`src/rtl/tsc_pkg.sv`:
```
/*
 * Package for the timer section control block: register indices,
 * field positions, reset values, trigger and clock-select codes and
 * the rates used to derive count ticks.
 * Assumes a 125 MHz system clock and 32-bit APB register access.
 */
`default_nettype none

package tsc_pkg;

    // ------------------------------------------------------------
    // register indices (byte address is four times the index)
    // ------------------------------------------------------------
    localparam int IDX_W = 6;
    localparam logic [5:0] IDX_RUN_STOP = 6'h0E;
    localparam logic [5:0] IDX_T0_CTRL = 6'h0F;
    localparam logic [5:0] IDX_RELOAD_HI = 6'h10;
    localparam logic [5:0] IDX_RELOAD_LO = 6'h11;
    localparam logic [5:0] IDX_IRQ_STATUS = 6'h20;
    localparam logic [5:0] IDX_COUNT = 6'h21;
    localparam int ADDR_W = 8;

    // ------------------------------------------------------------
    // field positions
    // ------------------------------------------------------------
    localparam int RS_MASK_LSB = 0;     // write mask, bits 3..0
    localparam int RS_ACTIVE_LSB = 4;   // running bits, bits 7..4
    localparam int NUM_TIMERS = 4;
    localparam int CT_HALT_RX = 7;
    localparam int CT_TRIG_LSB = 4;
    localparam int CT_RELOAD_ZERO = 3;
    localparam int CT_CLK_LSB = 0;
    localparam int ST_IRQ = 0;

    // ------------------------------------------------------------
    // reset values
    // ------------------------------------------------------------
    localparam logic [7:0] RST_CTRL = 8'h00;
    localparam logic [7:0] RST_RELOAD = 8'h00;
    localparam logic [3:0] RST_ACTIVE = 4'h0;
    localparam logic [15:0] RST_COUNT = 16'h0000;

    // ------------------------------------------------------------
    // start trigger and count clock codes
    // ------------------------------------------------------------
    localparam logic [1:0] TRIG_NONE = 2'h0;
    localparam logic [1:0] TRIG_TX_END = 2'h1;
    localparam logic [1:0] TRIG_TRIM_NO_UF = 2'h2;
    localparam logic [1:0] TRIG_TRIM_UF = 2'h3;
    localparam logic [1:0] CLK_CARRIER = 2'h0;
    localparam logic [1:0] CLK_SLOW = 2'h1;
    localparam logic [1:0] CLK_TIMER_TWO = 2'h2;
    localparam logic [1:0] CLK_TIMER_ONE = 2'h3;

    // ------------------------------------------------------------
    // tick rates
    // ------------------------------------------------------------
    localparam longint F_PCLK_HZ = 125_000_000;
    localparam longint F_CARRIER_HZ = 13_560_000;
    localparam longint F_SLOW_HZ = 211_875;
    localparam int SLOW_DIV = int'(F_CARRIER_HZ / F_SLOW_HZ);
    localparam int SLOW_W = $clog2(SLOW_DIV);
    localparam int ACC_W = 24;
    localparam logic [63:0] ACC_INC64 =
        64'((F_CARRIER_HZ << ACC_W) / F_PCLK_HZ);
    localparam logic [ACC_W-1:0] ACC_INC = ACC_INC64[ACC_W-1:0];

endpackage : tsc_pkg

`default_nettype wire

```
`src/rtl/tsc_tick_if.sv`:
```
/*
 * Interface carrying the count tick enables from the tick divider
 * to the timer logic.
 * Assumes both ends run on the same system clock.
 */
`default_nettype none

interface tsc_tick_if;
    logic carrier_tick;   // one pclk cycle per carrier period
    logic slow_tick;      // one pclk cycle per divided period

    modport src (output carrier_tick, output slow_tick);
    modport snk (input carrier_tick, input slow_tick);
endinterface : tsc_tick_if

`default_nettype wire

```
`src/rtl/tsc_tick_gen.sv`:
```
/*
 * Tick divider: a phase accumulator makes the carrier-rate enable
 * from pclk, and a counter divides it down to the slow rate.
 * Assumes pclk is well above the carrier rate.
 */
`default_nettype none

module tsc_tick_gen (
    input  wire logic pclk,
    input  wire logic presetn,
    tsc_tick_if.src   ticks
);

    logic [tsc_pkg::ACC_W-1:0]  acc;
    logic [tsc_pkg::SLOW_W-1:0] div;
    logic [tsc_pkg::ACC_W:0]    sum;

    // carry out of the accumulator marks a carrier period; jitter is
    // one pclk cycle, traded for no analogue clock in this domain
    assign sum = {1'b0, acc} + {1'b0, tsc_pkg::ACC_INC};

    always_ff @(posedge pclk or negedge presetn) begin
        if (!presetn) begin
            acc <= '0;
            ticks.carrier_tick <= 1'b0;
        end else begin
            acc <= sum[tsc_pkg::ACC_W-1:0];
            ticks.carrier_tick <= sum[tsc_pkg::ACC_W];
        end
    end

    // slow tick every SLOW_DIV carrier ticks
    always_ff @(posedge pclk or negedge presetn) begin
        if (!presetn) begin
            div <= '0;
            ticks.slow_tick <= 1'b0;
        end else begin
            ticks.slow_tick <= 1'b0;
            if (ticks.carrier_tick) begin
                div <= div + 1'b1;
                if (div == tsc_pkg::SLOW_W'(tsc_pkg::SLOW_DIV - 1)) begin
                    div <= '0;
                    ticks.slow_tick <= 1'b1;
                end
            end
        end
    end

endmodule : tsc_tick_gen

`default_nettype wire

```
`src/rtl/tsc_timer_ctrl.sv`:
```
/*
 * Timer section control: masked run/stop register for four timers,
 * and the first timer's control, reload and down counter, reached
 * over an APB slave.
 * Assumes all event inputs are synchronous one-cycle pulses or
 * levels on pclk; the other three timers live outside this block.
 * Software keeps clear of the counter readout during reception.
 */
// Design decision made here: the APB interface to the registers.
`default_nettype none

module tsc_timer_ctrl (
    input  wire logic                      pclk,
    input  wire logic                      presetn,
    // apb slave
    input  wire logic                      psel,
    input  wire logic                      penable,
    input  wire logic                      pwrite,
    input  wire logic [tsc_pkg::ADDR_W-1:0] paddr,
    input  wire logic [31:0]               pwdata,
    input  wire logic [3:0]                pstrb,
    output logic [31:0]                    prdata,
    output logic                           pready,
    output logic                           pslverr,
    // link to the transceiver and the other timers
    input  wire logic                      tx_end,
    input  wire logic                      rx_first_nibble,
    input  wire logic                      trim_reference,
    input  wire logic                      timer_one_underflow,
    input  wire logic                      timer_two_underflow,
    output logic [3:0]                     timer_active,
    output logic                           timer_zero_underflow,
    output logic                           timer_underflow_irq_flag
);

    // ------------------------------------------------------------
    // tick divider
    // ------------------------------------------------------------
    // one accumulator feeds both rates, so they never drift apart
    tsc_tick_if ticks ();

    tsc_tick_gen u_tick_gen (
        .pclk    (pclk),
        .presetn (presetn),
        .ticks   (ticks)
    );

    // ------------------------------------------------------------
    // register state
    // ------------------------------------------------------------
    logic                     halt_on_receive;
    logic [1:0]               start_trigger_select;
    logic                     reload_on_zero;
    logic [1:0]               count_clock_select;
    logic [7:0]               reload_value_high;
    logic [7:0]               reload_value_low;
    logic [15:0]              reload_value;
    logic [15:0]              count;
    logic                     ref_q;
    logic [3:1]               outer_active;
    logic                     zero_active;

    // ------------------------------------------------------------
    // bus decode
    // ------------------------------------------------------------
    logic [tsc_pkg::IDX_W-1:0] idx;
    logic                      wr;
    logic                      setup;
    logic                      rs_wr;
    logic [3:0]                wmask;
    logic [3:0]                wval;

    // every register is one aligned word; paddr[1:0] are ignored
    assign idx = paddr[tsc_pkg::ADDR_W-1:2];
    // writes land at the access edge; low lane carries all fields
    assign wr = psel & penable & pwrite & pstrb[0];
    assign setup = psel & ~penable;
    assign rs_wr = wr & (idx == tsc_pkg::IDX_RUN_STOP);
    assign wmask = pwdata[tsc_pkg::RS_MASK_LSB +: 4];
    assign wval = pwdata[tsc_pkg::RS_ACTIVE_LSB +: 4];

    // read data is captured in setup, so no wait state is needed
    assign pready = 1'b1;

    // ------------------------------------------------------------
    // timer zero events
    // ------------------------------------------------------------
    logic trim_mode;
    logic trim_edge;
    logic sw_start;
    logic sw_stop;
    logic auto_start;
    logic auto_stop;
    logic tick;
    logic at_zero;
    logic uf;
    logic override;

    assign trim_mode = start_trigger_select[1];
    // ref_q resets to the idle low level, so reset makes no false edge
    assign trim_edge = trim_reference & ~ref_q;
    // masked software start and stop of timer zero
    assign sw_start = rs_wr & wmask[0] & wval[0];
    assign sw_stop = rs_wr & wmask[0] & ~wval[0];

    // automatic starts; trigger zero offers none
    always_comb begin
        auto_start = 1'b0;
        case (start_trigger_select)
            tsc_pkg::TRIG_NONE: auto_start = 1'b0;
            tsc_pkg::TRIG_TX_END: auto_start = tx_end;
            tsc_pkg::TRIG_TRIM_NO_UF,
            tsc_pkg::TRIG_TRIM_UF:
                auto_start = trim_edge & ~timer_active[0];
            default: auto_start = 1'b0;
        endcase
    end

    // reference edge stops a trimming run; receive halt needs the
    // trimming modes off, else the measurement would be cut short
    assign auto_stop = (trim_mode & trim_edge & timer_active[0])
        | (halt_on_receive & ~trim_mode & rx_first_nibble);

    // count tick selection
    // cascade inputs are one-cycle underflow pulses of the neighbours
    always_comb begin
        tick = 1'b0;
        case (count_clock_select)
            tsc_pkg::CLK_CARRIER: tick = ticks.carrier_tick;
            tsc_pkg::CLK_SLOW: tick = ticks.slow_tick;
            tsc_pkg::CLK_TIMER_TWO: tick = timer_two_underflow;
            tsc_pkg::CLK_TIMER_ONE: tick = timer_one_underflow;
            default: tick = 1'b0;
        endcase
    end

    // a tick while at zero is the underflow, not the step to zero
    assign at_zero = (count == 16'h0000);
    assign reload_value = {reload_value_high, reload_value_low};

    // a start or stop on the same edge owns the counter, so the tick
    // is dropped and no underflow is flagged for it
    assign override = sw_stop | sw_start | auto_stop | auto_start;

    // trimming without underflow parks at zero and raises nothing
    assign uf = timer_active[0] & tick & at_zero & ~override
        & (start_trigger_select != tsc_pkg::TRIG_TRIM_NO_UF);

    // ------------------------------------------------------------
    // control register
    // ------------------------------------------------------------
    // reserved bits 6 and 2 are not stored and always read as zero
    always_ff @(posedge pclk or negedge presetn) begin
        if (!presetn) begin
            halt_on_receive <= tsc_pkg::RST_CTRL[tsc_pkg::CT_HALT_RX];
            start_trigger_select <=
                tsc_pkg::RST_CTRL[tsc_pkg::CT_TRIG_LSB +: 2];
            reload_on_zero <= tsc_pkg::RST_CTRL[tsc_pkg::CT_RELOAD_ZERO];
            count_clock_select <=
                tsc_pkg::RST_CTRL[tsc_pkg::CT_CLK_LSB +: 2];
        end else if (wr && idx == tsc_pkg::IDX_T0_CTRL) begin
            halt_on_receive <= pwdata[tsc_pkg::CT_HALT_RX];
            start_trigger_select <= pwdata[tsc_pkg::CT_TRIG_LSB +: 2];
            reload_on_zero <= pwdata[tsc_pkg::CT_RELOAD_ZERO];
            count_clock_select <= pwdata[tsc_pkg::CT_CLK_LSB +: 2];
        end
    end

    // ------------------------------------------------------------
    // reload registers
    // ------------------------------------------------------------
    // only stored here; the counter picks them up at a start event and at an underflow with reload-on-zero set
    // the low byte lives at the index just above the high byte
    always_ff @(posedge pclk or negedge presetn) begin
        if (!presetn) begin
            reload_value_high <= tsc_pkg::RST_RELOAD;
            reload_value_low <= tsc_pkg::RST_RELOAD;
        end else if (wr) begin
            if (idx == tsc_pkg::IDX_RELOAD_HI) begin
                reload_value_high <= pwdata[7:0];
            end
            if (idx == tsc_pkg::IDX_RELOAD_LO) begin
                reload_value_low <= pwdata[7:0];
            end
        end
    end

    // ------------------------------------------------------------
    // trimming reference edge detect
    // ------------------------------------------------------------
    always_ff @(posedge pclk or negedge presetn) begin
        if (!presetn) begin
            ref_q <= 1'b0;
        end else begin
            ref_q <= trim_reference;
        end
    end

    // ------------------------------------------------------------
    // running bits of the outer timers
    // ------------------------------------------------------------
    // each bit moves only under its own mask bit
    genvar g;
    generate
        for (g = 1; g < tsc_pkg::NUM_TIMERS; g++) begin : g_outer
            always_ff @(posedge pclk or negedge presetn) begin
                if (!presetn) begin
                    outer_active[g] <= tsc_pkg::RST_ACTIVE[g];
                end else if (rs_wr && wmask[g]) begin
                    outer_active[g] <= wval[g];
                end
            end
        end
    endgenerate

    // status bus: timer three in the top bit down to timer zero
    assign timer_active = {outer_active, zero_active};

    // ------------------------------------------------------------
    // timer zero counter
    // ------------------------------------------------------------
    // software outranks hardware events in the same cycle; a start
    // always reloads, so a running restart begins afresh
    // with reload-on-zero clear the count stays at zero when it stops
    always_ff @(posedge pclk or negedge presetn) begin
        if (!presetn) begin
            zero_active <= tsc_pkg::RST_ACTIVE[0];
            count <= tsc_pkg::RST_COUNT;
        end else if (sw_stop) begin
            zero_active <= 1'b0;
        end else if (sw_start) begin
            zero_active <= 1'b1;
            count <= reload_value;
        end else if (auto_stop) begin
            zero_active <= 1'b0;
        end else if (auto_start) begin
            zero_active <= 1'b1;
            count <= reload_value;
        end else if (timer_active[0] && tick) begin
            if (!at_zero) begin
                count <= count - 16'h0001;
            end else if (!uf) begin
                count <= count;
            end else if (reload_on_zero) begin
                count <= reload_value;
            end else begin
                zero_active <= 1'b0;
            end
        end
    end

    // ------------------------------------------------------------
    // underflow pulse and interrupt request flag
    // ------------------------------------------------------------
    // the pulse is registered and rises on the same edge as the wrap; cascaded timers see it then
    always_ff @(posedge pclk or negedge presetn) begin
        if (!presetn) begin
            timer_zero_underflow <= 1'b0;
        end else begin
            timer_zero_underflow <= uf;
        end
    end

    // set wins over a write-one-to-clear in the same cycle
    // so an underflow that races a clear is never lost
    always_ff @(posedge pclk or negedge presetn) begin
        if (!presetn) begin
            timer_underflow_irq_flag <= 1'b0;
        end else if (uf) begin
            timer_underflow_irq_flag <= 1'b1;
        end else if (wr && idx == tsc_pkg::IDX_IRQ_STATUS
                     && pwdata[tsc_pkg::ST_IRQ]) begin
            timer_underflow_irq_flag <= 1'b0;
        end
    end

    // ------------------------------------------------------------
    // read data and error answer
    // ------------------------------------------------------------
    // the counter readout is a live snapshot; during reception it
    // may be mid-update from the receiver's view
    always_ff @(posedge pclk or negedge presetn) begin
        if (!presetn) begin
            prdata <= 32'h0000_0000;
            pslverr <= 1'b0;
        end else if (setup) begin
            prdata <= 32'h0000_0000;
            pslverr <= 1'b0;
            // unmapped indices answer with an error and zero data
            case (idx)
                tsc_pkg::IDX_RUN_STOP:
                    prdata[7:0] <= {timer_active, 4'h0};
                tsc_pkg::IDX_T0_CTRL:
                    prdata[7:0] <= {halt_on_receive, 1'b0,
                                    start_trigger_select,
                                    reload_on_zero, 1'b0,
                                    count_clock_select};
                tsc_pkg::IDX_RELOAD_HI:
                    prdata[7:0] <= reload_value_high;
                tsc_pkg::IDX_RELOAD_LO:
                    prdata[7:0] <= reload_value_low;
                tsc_pkg::IDX_IRQ_STATUS:
                    prdata[tsc_pkg::ST_IRQ] <= timer_underflow_irq_flag;
                tsc_pkg::IDX_COUNT:
                    prdata[15:0] <= count;
                default:
                    pslverr <= 1'b1;
            endcase
        end
    end

endmodule : tsc_timer_ctrl

`default_nettype wire

```
`config.mk`:
```
export PLATFORM = sky130hd
export DESIGN_NAME = tsc_timer_ctrl
export DESIGN_NICKNAME = d
export VERILOG_FILES = /design/src/rtl/tsc_pkg.sv /design/src/rtl/tsc_tick_if.sv /design/src/rtl/tsc_tick_gen.sv /design/src/rtl/tsc_timer_ctrl.sv
export SDC_FILE = /design/constraint.sdc
export NUM_CORES = 1
export LEC_CHECK = 0
export ABC_AREA = 1
export BUFFER_PORTS_ARGS = -buffer_cell sky130_fd_sc_hd__buf_2
export CAP_MARGIN = 20
export CORE_MARGIN = 1
export CORE_UTILIZATION = 58
export CTS_BUF_LIST = sky130_fd_sc_hd__clkbuf_8
export CTS_CLUSTER_DIAMETER = 200
export DETAILED_ROUTE_END_ITERATION = 7
export PLACE_DENSITY = 0.83
export SYNTH_ARGS = -nofsm -noshare
export SYNTH_HDL_FRONTEND = slang
export SYNTH_SLANG_ARGS = --single-unit
```
`constraint.sdc`:
```
create_clock -name pclk -period 2.1 [get_ports pclk]
set_input_delay 0.105 -clock pclk [delete_from_list [all_inputs] [get_ports pclk]]
set_output_delay 0.105 -clock pclk [all_outputs]
set_load 0.05 [all_outputs]
```
# Yosys cells after proc, flatten, opt, wreduce, memory -nomap -nowiden

Cells that the tools add are included.

Register bits: 94
Bits of input ports: 54
Output and inout port bits: 40
Logic and storage cells: 117

Add/sub/neg operators: 3
Equality and inequality tests: 18
Muxes and demuxes: 26
Bitwise operators: 29
Reduce and logical (&&, ||, !) cells: 21

Operator list:

| operator                                                                 | number |
|---|---|
| 16-bit 2-to-1 mux                                                        | 7 |
| 7-bit case mux with 5 select lines                                       | 1 |
| 24-bit by 21-bit adder with 25-bit output (second input constant)        | 1 |
| 1-bit bitwise AND                                                        | 18 |
| 6-bit equality test (second input constant)                              | 3 |
| 16-bit logical NOT                                                       | 1 |
| 16-bit by 1-bit subtractor with 16-bit output (second input constant)    | 1 |
| 5-bit nonzero test                                                       | 3 |
| 1-bit 2-to-1 mux                                                         | 13 |
| 6-bit by 4-bit equality test with 1-bit output (second input constant)   | 2 |
| 6-bit by 5-bit equality test with 1-bit output (second input constant)   | 2 |
| 2-bit equality test (second input constant)                              | 4 |
| 8-bit 2-to-1 mux                                                         | 1 |
| 1-bit logical AND                                                        | 7 |
| 1-bit NOT                                                                | 7 |
| 6-bit by 1-bit adder with 6-bit output (second input constant)           | 1 |
| 6-bit 2-to-1 mux                                                         | 1 |
| 6-bit OR reduction                                                       | 1 |
| 5-bit by 1-bit inequality test with 1-bit output (second input constant) | 1 |
| 1-bit case mux with 5 select lines                                       | 1 |
| 5-bit AND reduction                                                      | 1 |
| 2-bit by 1-bit equality test with 1-bit output (second input constant)   | 2 |
| 2-bit logical NOT                                                        | 2 |
| 2-bit inequality test (second input constant)                            | 2 |
| other kinds (10)                                                         | 14 |

# Logic depth before layout (Yosys ltp)

Gate-level depths: netlist of the first run.

Word-level depth: 19
Mapped depth: 14
Gate-level depth less buffers: 13

# By module

Synthesis of the first run repeated with hierarchy kept, for this count alone.

Cells, all modules: 694
Area total of the unflattened synthesis: 5346.4 µm²

By module, submodules not included:

| module         | times used | cells each | area an instance (µm²) | sequential area each (µm²) |
|---|---|---|---|---|
| tsc_timer_ctrl | 1          | 479        | 3664.8                 | 1551.5 |
| tsc_tick_gen   | 1          | 215        | 1681.6                 | 725.7 |

# Least setup slack after synthesis of the first run

No wires, ideal clock.

Kind: reg2reg
Start: register count[0]
End: register count[0]
Setup time: 0.121 ns
Arrival time: 1.635 ns
Required time: 1.979 ns
Path slack: 0.344 ns
Stages on the path, launching flop included: 14
Path buffers: 1
Clock period less this slack: 1.756 ns
Cell sequence: dfrtp_1 clkinv_1 ha_1 inv_1 nor2_1 nand3_1 nor2_2 nand3_1 nand2_1 nor2_2 nand2_8 nand2_8 buf_12 o21ai_2

Word-level cells in the longest chain between the ends: 6
Elaborated cells between the ends (all ways): 13
Classes of those cells: add/sub: 1; eq/ne: 2; mux: 5; bitwise: 3; reduce/logical: 2

RTL lines:

| item                                                                                         | RTL line                                     | source |
|---|---|---|
| from (decl)                                                                                  | tsc_timer_ctrl.sv:58                         | `logic [15:0] count;` |
| from (signal assigned)                                                                       | tsc_timer_ctrl.sv:228                        | `count <= tsc_pkg::RST_COUNT;` |
| from (signal assigned)                                                                       | tsc_timer_ctrl.sv:233                        | `count <= reload_value;` |
| from (signal assigned)                                                                       | tsc_timer_ctrl.sv:238                        | `count <= reload_value;` |
| 16-bit by 1-bit subtractor with 16-bit output / 16-bit logical NOT (equally long branches)   | tsc_timer_ctrl.sv:241, tsc_timer_ctrl.sv:138 |  |
| 16-bit 2-to-1 mux / 1-bit bitwise AND (equally long branches)                                | tsc_timer_ctrl.sv:240, tsc_timer_ctrl.sv:146 |  |
| 16-bit 2-to-1 mux / 1-bit bitwise AND (equally long branches)                                | tsc_timer_ctrl.sv:239, tsc_timer_ctrl.sv:146 |  |
| 16-bit 2-to-1 mux / 1-bit bitwise AND (equally long branches)                                | tsc_timer_ctrl.sv:236, tsc_timer_ctrl.sv:147 |  |
| 16-bit 2-to-1 mux / 4-bit by 3-bit inequality test with 1-bit output (equally long branches) | --                                           |  |
| 16-bit 2-to-1 mux / 5-bit AND reduction (equally long branches)                              | --                                           |  |

Parallel ways exist; a longest one is shown, timed or not. The select of a mux whose other input is x is not followed.
A chain may end at the register's enable or synchronous reset.

# Final worst setup path of the first run

Start: register count[0]
End: register count[2]

The elaborated chain is that of the path after synthesis.

==> flow_summary.ini, run 1 <==
[outcome]
outcome = completed

[critical_path]
required_ns = 2.40
rr_worst_depth = 13
arrival_ns = 2.23
critPathKind = register to register
cp-start-kind = register
worst_setup_path_end_kind = register
crit_path_max_fanout = 23

[timing]
timing.final.crit_share = 0.9181
setup_tns_ns = 0
slew_headroom = 0.5393
tightest_slew_ns = 0.6903
fmax_ghz = 0.5187
rsz0062_at_grt = false
hold_viol_final = 0
setup_violations = 0
finalClockSkew_ns = 0.008622
fin_crit_ns = 1.928
maxSlewViolCount = 0

[route]
dr.pass1.iters = 5
drtIter0Drc = 266
drc = 0
routedWlPerCell_um = 14.00
detail-route-antenna-nets = 0
viasPerCell = 5.399
drt_wl_total_um = 11480
vias = 4427

[cts]
insertion_delay_ns = 0.37
cts_tree = yes
clock-sinks = 91
htreeDepth = 3
ctsRootBufferMaster = clkbuf_8
path_clk_slew_ns = 0.09
clock_path_buffers = 2
cts_made_buffers = 9

[layout]
drive_above_1_share = 0.1671
nNetsFinal = 765
fin_util = 0.6558
diodes = 0
syn_to_final_growth_pct = 9.880

[floorplan]
chipWidth_um = 96.73
rows = 34
initial_core_util = 0.5968
dieArea_um2 = 9357
coreArea_um2 = 8721
ios = 94
die_height_um = 96.73

[logic_synthesis]
syn_area_um2 = 5205
ys_ff_latch = 91
avgSynthCellArea_um2 = 7.971
yosys-top-cells-area = dfrtp_1, nand2_1, inv_1
synth-seq-area-share = 0.4375
ys_warn_count = 0
ys_types = 44
syn_inst = 653
synth.largest_area_cell = dfrtp_1
synth_top_area_share = 0.4375

[global_route]
grt_overflow = 0
grt_pass1_wl_um = 19240
track_usage = 0.2571
grt_pass1_vias = 4214
grt_start_max_net_pins = 92
antenna_found_initial = 0

[min_path]
hp-class = input port to register
holdPathStages = 3

[power]
p_int_w = 0.002836
ir_drop_uv = 416.2
combPwrFrac = 0.261
switching_share = 0.3526
power.density_nw_per_um2 = 766.1
leakage_nw = 2.875
power.switching_w = 0.001545
seqPwrFrac = 0.455
clkPwrFrac = 0.284

[flow_run]
maxCapViolCount = 0

[place]
dp_hpwl_um = 8578
portBuffers = 47
routabilityCongestion = 0.9195
[stage by stage]
step	worst slack [ns]	hold slack [ns]	total power, W	cells	cell area, um2
after CTS	0.1689	0.01122	0.004395	820	5715
final	0.1720	0.01875	0.004381	820	5719
after floorplan	0.3437	-0.1906	0.002891	668	5261
after global routing	0.02036	0.02388	0.004608	820	5719
after detailed placement	0.1839	0.1885	0.003158	801	5475
after global placement	0.2459	0.1821	0.003124	801	5475
[worst paths after layout]
kind	slack, ns	end	startpoint
max	0.17	count[2]	count[0]
min	0.02	reload_value_low[3]	pwdata[3]
max reg2reg	0.17	count[2]	count[0]
min reg2reg	0.48	u_tick_gen.acc[3]	u_tick_gen.acc[3]
max in group asynchronous	1.42	prdata[15]	presetn
min in group asynchronous	0.29	timer_underflow_irq_flag	presetn
[power by group through the flow]
stage | Sequential [W] | Combinational [W] | Clock [W]
after floorplan | 0.00205 | 0.000846 | 0
after global placement | 0.00202 | 0.00110 | 0
after detailed placement | 0.00203 | 0.00113 | 0
after CTS | 0.00199 | 0.00114 | 0.00126
after global routing | 0.00201 | 0.00127 | 0.00133
final | 0.00199 | 0.00114 | 0.00124
[state kept, by name, indices dropped and copies added (netlist names)]
| signal | count |
|---|---|
| zero_active | 1 |
| count | 16 |
| reload_on_zero | 1 |
| u_tick_gen.acc | 21 |
| timer_active | 3 |
| timer_zero_underflow | 1 |
| ref_q | 1 |
| halt_on_receive | 1 |
| u_tick_gen.div | 6 |
| count_clock_select | 2 |
| pslverr | 1 |
| timer_underflow_irq_flag | 1 |
| start_trigger_select | 2 |
| u_tick_gen.ticks.carrier_tick | 1 |
| prdata | 16 |
| u_tick_gen.ticks.slow_tick | 1 |
| reload_value_low | 8 |
| reload_value_high | 8 |
[cell families after synthesis]
logic type | after synthesis | synth area share
AO/OA/AOI/OAI | 95 | 0.1103
XOR/XNOR | 30 | 0.05048
adder cells (fa/ha/maj) | 4 | 0.009616
buffers and inverters | 114 | 0.1058
flip-flops | 91 | 0.4375
multiplexers | 1 | 0.002163
other | 2 | 0.001443
AND/OR/NAND/NOR | 316 | 0.2827
[Yosys cell counts, drive strengths merged]
| cell | instances |
|---|---|
| nand2 | 185 |
| dfrtp | 91 |
| inv | 81 |
| nor2 | 66 |
| o21ai | 54 |
| nand3 | 42 |
| buf | 27 |
| xor2 | 24 |
| a21oi | 15 |
| nand4 | 10 |
| nor3 | 10 |
| o31ai | 8 |
| o22ai | 7 |
| xnor2 | 6 |
| a31oi | 4 |
| clkbuf | 4 |
| ha | 4 |
| nor3b | 3 |
| clkinv | 2 |
| conb | 2 |
| o21a | 2 |
| o21bai | 2 |
| a21boi | 1 |
| a41oi | 1 |
| mux2 | 1 |
| o2111ai | 1 |
[layout make-up]
type                            instances  area (um2)
Multi-Input combinational cell        463        2434
Inverter                               83       315.3
Sequential cell                        91        2277
Fill cell                             742        3002
Timing Repair Buffer                   59       347.8
Clock inverter                          6       72.57
Tap cell                              108       135.1
Clock buffer                           10       137.6
[metal layers]
layer / wire length (um) / GRT usage / share of wire / vias up
li1: - / - / - / 2153
met1: 5013 / 0.3311 / 0.44 / 2079
met2: 5371 / 0.4074 / 0.47 / 161
met3: 681 / 0.05708 / 0.059 / 34
met4: 414 / 0.1343 / 0.036 / 0
met5: 0 / 0 / 0 / -
[repair_timing]
action                                  4_1_cts  5_1_grt
resized for setup                             0        1
endpoints found under the setup margin        0        1
hold endpoints to repair                     93        0
setup buffers                                 0        0
hold buffers                                  3        0
[critical path: stages (launching register included)]
cell and delay [ns]:
dfrtp_1 0.38, clkinv_1 0.17, ha_1 0.25, inv_1 0.08, nor2_1 0.04, nand3_1 0.08
nor2_2 0.05, nand3_1 0.07, nand2_1 0.07, nor2_2 0.19, nand2_8 0.12, nand2_8 0.19
nand2_1 0.09, o21ai_2 0.06
[cells in the final DEF, fill, tap and decap left out, types with 2 or more instances in the layout]
cell | netlist | final
buf_2 | 3 | 46
a21oi_2 | 2 | 2
dfrtp_1 | 91 | 91
nand3_2 | 7 | 7
o21ai_2 | 7 | 7
nor3b_1 | 3 | 3
nand2_4 | 2 | 2
o21ai_0 | 40 | 40
xnor2_1 | 6 | 6
nand4_1 | 8 | 8
inv_1 | 78 | 77
ha_1 | 4 | 4
buf_4 | 19 | 9
inv_2 | 3 | 3
nor2_2 | 8 | 8
nand3_1 | 35 | 35
nand2_2 | 8 | 8
o22ai_1 | 7 | 7
clkinv_1 | 2 | 2
nand2_8 | 2 | 2
nor2_1 | 55 | 55
o31ai_1 | 8 | 8
conb_1 | 2 | 17
dlygate4sd3_1 | 0 | 3
o21ai_1 | 7 | 7
clkinvlp_4 | 0 | 2
clkinv_4 | 0 | 3
nor2_8 | 2 | 2
clkbuf_8 | 0 | 10
xor2_1 | 24 | 24
o21a_1 | 2 | 2
nor3_1 | 10 | 10
a21oi_1 | 13 | 13
nand2_1 | 173 | 173
a31oi_1 | 4 | 4
(Power assumes the default switching activity.)
==> run 2, diff against run 1 <==
==> constraint.sdc (replaced) <==
create_clock -name pclk -period 2.1 [get_ports pclk]
set_input_delay 0 -clock pclk [delete_from_list [all_inputs] [get_ports pclk]]
set_output_delay 0 -clock pclk [all_outputs]
set_load 0.05 [all_outputs]
==> run 2 against run 1 <==
Setup slack worse by 0.038 ns. Power fell by 0.34%. The run now ends with design-rule violations left. Critical path depth fell by 1. Final area is 2.0% higher. Core utilization is 1.3 points higher. Sequential power hardly changed. Die area unchanged. Count of clock-buffer cells in the layout shrank 1. Final cell count is 1.3% higher. Critical path type unchanged.
==> flow_summary.ini, run 2 (synthesis gave the netlist of run 1 again) <==
[outcome]
outcome = finished with violations
violations = design-rule violations

[layout]
diodes = 0
reg.largest.list = u_tick_gen.acc x21, count x16, prdata x16
largest_reg_flops = 21
syn_to_final_growth_pct = 12.09
final_common_cell = nand2_1
nNetsFinal = 776
regMostFlops = u_tick_gen.acc
final_cell_mix = nand2_1, dfrtp_1, inv_1
drive_above_1_share = 0.1701

[flow_run]
maxCapViolCount = 0

[critical_path]
timing.reg2reg.setup_slack_ns = 0.13
required_ns = 2.35
cp_slowest_cell = dfrtp_1
crit_path_max_incr_delay_ns = 0.42
critical_path_depth = 12
critPathKind = register to register
crit_path_max_fanout = 11
arrival_ns = 2.22
cp-start-kind = register
crit_buf_inv = 2
crit_end = count[8]
timing.rr.start = count[0]
cp_cell_sequence = inv_2, ha_1, inv_1, nor2_1, nand3_1, nor2_2, nand2_1, o21bai_4, nand2_8, nand2_4, nand2_2, o21ai_2
path_delay_family = simple AND/OR/NAND/NOR gates
cp-startpoint = count[0]
r2r_end = count[8]
rr_worst_depth = 12
worst_setup_path_end_kind = register

[power]
leakage_nw = 2.933
ir_drop_uv = 390.5
power.density_nw_per_um2 = 748.4

[global_route]
grt_overflow = 0
track_usage = 0.2711
grt_pass1_vias = 4401
antenna_found_initial = 0
grt_pass1_wl_um = 20410
grt_start_max_net_pins = 43

[timing]
timing.final.crit_share = 0.9361
finalClockSkew_ns = 0.01400
maxSlewViolCount = 0
tightest_slew_ns = 0.7051
holdWs_ns = 0.06385
fin_crit_ns = 1.966
fmax_ghz = 0.5087
setup_tns_ns = 0
rsz0062_at_grt = false
hold_viol_final = 0
setup_violations = 0
slew_headroom = 0.5294

[route]
vias = 4561
routedWlPerCell_um = 14.84
drtIter0Drc = 413
wl_met1_um = 5120
dr.pass1.iters = 8
wl_met2_um = 5890
wl_met3_um = 916
top_layer_used = met4
viasPerCell = 5.489
drt_wl_total_um = 12330
drc = 10
detail-route-antenna-nets = 0

[cts]
cts_setup_buffers = 0
cts_made_buffers = 9
htreeDepth = 3
cts_tree = yes
clock_path_buffers = 2
path_clk_slew_ns = 0.11
ctsRootBufferMaster = clkbuf_8
insertion_delay_ns = 0.36
clock-sinks = 91

[place]
dp_hpwl_um = 8905
portBuffers = 47
routabilityCongestion = 0.9169

[floorplan]
chipWidth_um = 96.73
die_height_um = 96.73
ios = 94
initial_core_util = 0.5968
rows = 34
coreArea_um2 = 8721
dieArea_um2 = 9357

[min_path]
hp-class = input port to asynchronous set/reset pin
==> run 2: worst register-to-register path, cell delays in order, from the launching register on <==
cell,delay (ns)
dfrtp_1,0.42
inv_2,0.11
ha_1,0.18
inv_1,0.06
nor2_1,0.08
nand3_1,0.08
nor2_2,0.13
nand2_1,0.13
o21bai_4,0.22
nand2_8,0.13
nand2_4,0.17
nand2_2,0.11
o21ai_2,0.05
==> run 2: area by class of cell <==
cell class / count / area (um2)
clock buffer: 9 / 123.9
clock inverter: 7 / 85.08
fill: 715 / 2887
inverter: 83 / 315.3
multi-input combinational: 464 / 2452
sequential: 91 / 2277
tap: 108 / 135.1
timing repair buffer: 69 / 445.4
==> run 2: routing by layer <==
metal | vias up | GRT usage
li1 | 2182 | -
met1 | 2120 | 0.3512
met2 | 217 | 0.4458
met3 | 42 | 0.04552
met4 | 0 | 0.1251
met5 | - | 0
==> run 2: power by group <==
group          switching (W)  internal (W)  total, W
Combinational       0.000788      0.000388   0.00118
Clock               0.000720      0.000477   0.00120
Sequential          0.000123       0.00187   0.00199
==> run 2: timing repair <==
item                       CTS  global route
hold buffers                12             0
hold endpoints to repair   115             0
resized for setup            0             4
setup endpoints to repair    0             9
==> run 2: worst min path at each step <==
| stage | endpoint | cells after the start | slack (ns) |
|---|---|---|---|
| after floorplan | count[0] | 0 | -0.30 |
| after global placement | prdata[4] | 1 | -0.08 |
| after detailed placement | prdata[5] | 1 | -0.08 |
| after CTS | prdata[4] | 2 | 0.06 |
| after global routing | prdata[4] | 2 | 0.09 |
| final | prdata[4] | 2 | 0.06 |
==> run 2: metrics by stage <==
step / total power [W] / utilization / instances / instance area [um2] / setup slack [ns]
after global placement: 0.003136 / 0.6287 / 802 / 5483 / 0.2136
after detailed placement: 0.003155 / 0.6287 / 802 / 5483 / 0.1596
final: 0.004367 / 0.6690 / 831 / 5834 / 0.1342
after global routing: 0.004618 / 0.6690 / 831 / 5834 / 0.01086
after floorplan: 0.002891 / - / 668 / 5261 / 0.3437
after CTS: 0.004373 / 0.6664 / 830 / 5812 / 0.1295
==> run 3, diff against run 2 <==
--- a/config.mk
+++ b/config.mk
@@ -8,7 +8,7 @@
 export ABC_AREA = 1
 export BUFFER_PORTS_ARGS = -buffer_cell sky130_fd_sc_hd__buf_2
 export CAP_MARGIN = 20
-export CORE_MARGIN = 1
+export CORE_MARGIN = 4
 export CORE_UTILIZATION = 58
 export CTS_BUF_LIST = sky130_fd_sc_hd__clkbuf_8
 export CTS_CLUSTER_DIAMETER = 200
==> run 3 against run 2 <==
The flow now finishes without violations. Largest power group unchanged. Register-to-register slack improved by 0.05 ns. Global-route usage decreased by 2.6 points. Sequential power about the same. Count of clock-buffer cells in the layout unchanged. Sequential share of layout area rose by 0.51 points. Final area down 1.3%.
==> flow_summary.ini, run 3 (synthesis gave the netlist of run 1 again) <==
[outcome]
outcome = completed

[cts]
clock-sinks = 91
cts_made_buffers = 9
clock_path_buffers = 2
cts_setup_buffers = 0
path_clk_slew_ns = 0.09
cts_tree = yes
insertion_delay_ns = 0.36
ctsRootBufferMaster = clkbuf_8
htreeDepth = 3

[floorplan]
chipWidth_um = 102.7
dieArea_um2 = 10550
initial_core_util = 0.5968
rows = 34
ios = 94
coreArea_um2 = 8721
die_height_um = 102.7

[layout]
final_cell_mix = nand2_1, dfrtp_1, inv_1
diodes = 0
nNetsFinal = 772
drive_above_1_share = 0.1602
reg.largest.list = u_tick_gen.acc x21, count x16, prdata x16
regMostFlops = u_tick_gen.acc
syn_to_final_growth_pct = 10.65
largest_reg_flops = 21
final_common_cell = nand2_1

[critical_path]
cp-start-kind = register
timing.rr.start = count[1]
worst_setup_path_end_kind = register
required_ns = 2.35
critPathKind = register to register
timing.reg2reg.setup_slack_ns = 0.19
crit_path_max_fanout = 23
r2r_end = count[1]
arrival_ns = 2.16
rr_worst_depth = 12

[place]
portBuffers = 47
routabilityCongestion = 0.9541
post-place-ws_ns = 0.1707
dp_hpwl_um = 8975

[min_path]
hp-start = paddr[6]
min_to = timer_underflow_irq_flag
hp-class = input port to register
holdPathStages = 5

[global_route]
grt_pass1_wl_um = 20310
track_usage = 0.2453
grt_pass1_vias = 4322
grt_overflow = 0
antenna_found_initial = 0
grt_start_max_net_pins = 54

[route]
viasPerCell = 5.374
drt_wl_total_um = 12180
dr.pass1.iters = 5
routedWlPerCell_um = 14.74
detail-route-antenna-nets = 0
drc = 0
vias = 4439
drtIter0Drc = 373

[timing]
setup_tns_ns = 0
finalClockSkew_ns = 0.009799
slew_headroom = 0.5339
tightest_slew_ns = 0.6984
fin_crit_ns = 1.911
maxSlewViolCount = 0
fmax_ghz = 0.5233
setup_ws_ns = 0.1890
setup_violations = 0
timing.final.crit_share = 0.9100
rsz0062_at_grt = false
hold_viol_final = 0

[power]
power.density_nw_per_um2 = 734.9
leakage_nw = 2.886
ir_drop_uv = 439.6

[flow_run]
maxCapViolCount = 0
-- run 3: critical path, stage by stage (launching register included) --
cell and delay [ns]:
dfrtp_1 0.40, inv_2 0.10, ha_1 0.16, inv_1 0.05, nor2_1 0.08, nand3_1 0.09, nor2_2 0.13, nand2_1 0.12
o21bai_4 0.22, nand2_8 0.12, nand2_8 0.15, nand2_1 0.13, o21ai_2 0.06
-- run 3: per-layer routing --
| layer | up-vias | GRT usage | wire length (um) |
|---|---|---|---|
| met5 | - | 0 | 0 |
| met4 | 0 | 0.08865 | 361 |
| met3 | 40 | 0.03789 | 810 |
| met2 | 169 | 0.4151 | 5823 |
| met1 | 2066 | 0.3211 | 5185 |
| li1 | 2164 | - | - |
-- run 3: metrics by stage --
step | util | cells | hold slack (ns) | total power, W | instance area (um2)
2_1_floorplan | - | 668 | -0.2956 | 0.002891 | 5261
3_5_place_dp | 0.6261 | 799 | 0.008569 | 0.003160 | 5460
5_1_grt | 0.6604 | 826 | 0.1297 | 0.004493 | 5759
6_report | 0.6604 | 826 | 0.09831 | 0.004232 | 5759
3_3_place_gp | 0.6261 | 799 | -0.002533 | 0.003127 | 5460
4_1_cts | 0.6591 | 826 | 0.09417 | 0.004230 | 5748
-- run 3: cell type report --
class | instances | area (um2)
Clock buffer | 9 | 123.9
Clock inverter | 6 | 43.79
Fill cell | 733 | 2962
Inverter | 83 | 311.5
Multi-Input combinational cell | 463 | 2441
Sequential cell | 91 | 2277
Tap cell | 108 | 135.1
Timing Repair Buffer | 66 | 426.7
-- run 3: power breakdown --
part           total [W]  leakage [nW]  switching (W)  internal [W]
Sequential       0.00200          1.18       0.000130       0.00187
Clock            0.00106        0.0791       0.000638      0.000426
Combinational    0.00117          1.62       0.000787      0.000382
Total            0.00423          2.89        0.00155       0.00268
-- run 3: what timing repair did --
item / in CTS / in global routing
gates resized for setup: 0 / 3
endpoints found under the setup margin: 0 / 9
hold buffers: 12 / 0
endpoints found under the hold margin: 62 / 0
-- run 3: how the worst max path moves through the flow --
stage | from | endpoint | cells after the start
after floorplan | count[0] | count[0] | 13
after global placement | count[1] | count[15] | 13
after detailed placement | count[1] | count[15] | 13
after CTS | count[1] | count[15] | 13
after global routing | count[1] | count[1] | 12
final | count[1] | count[1] | 12
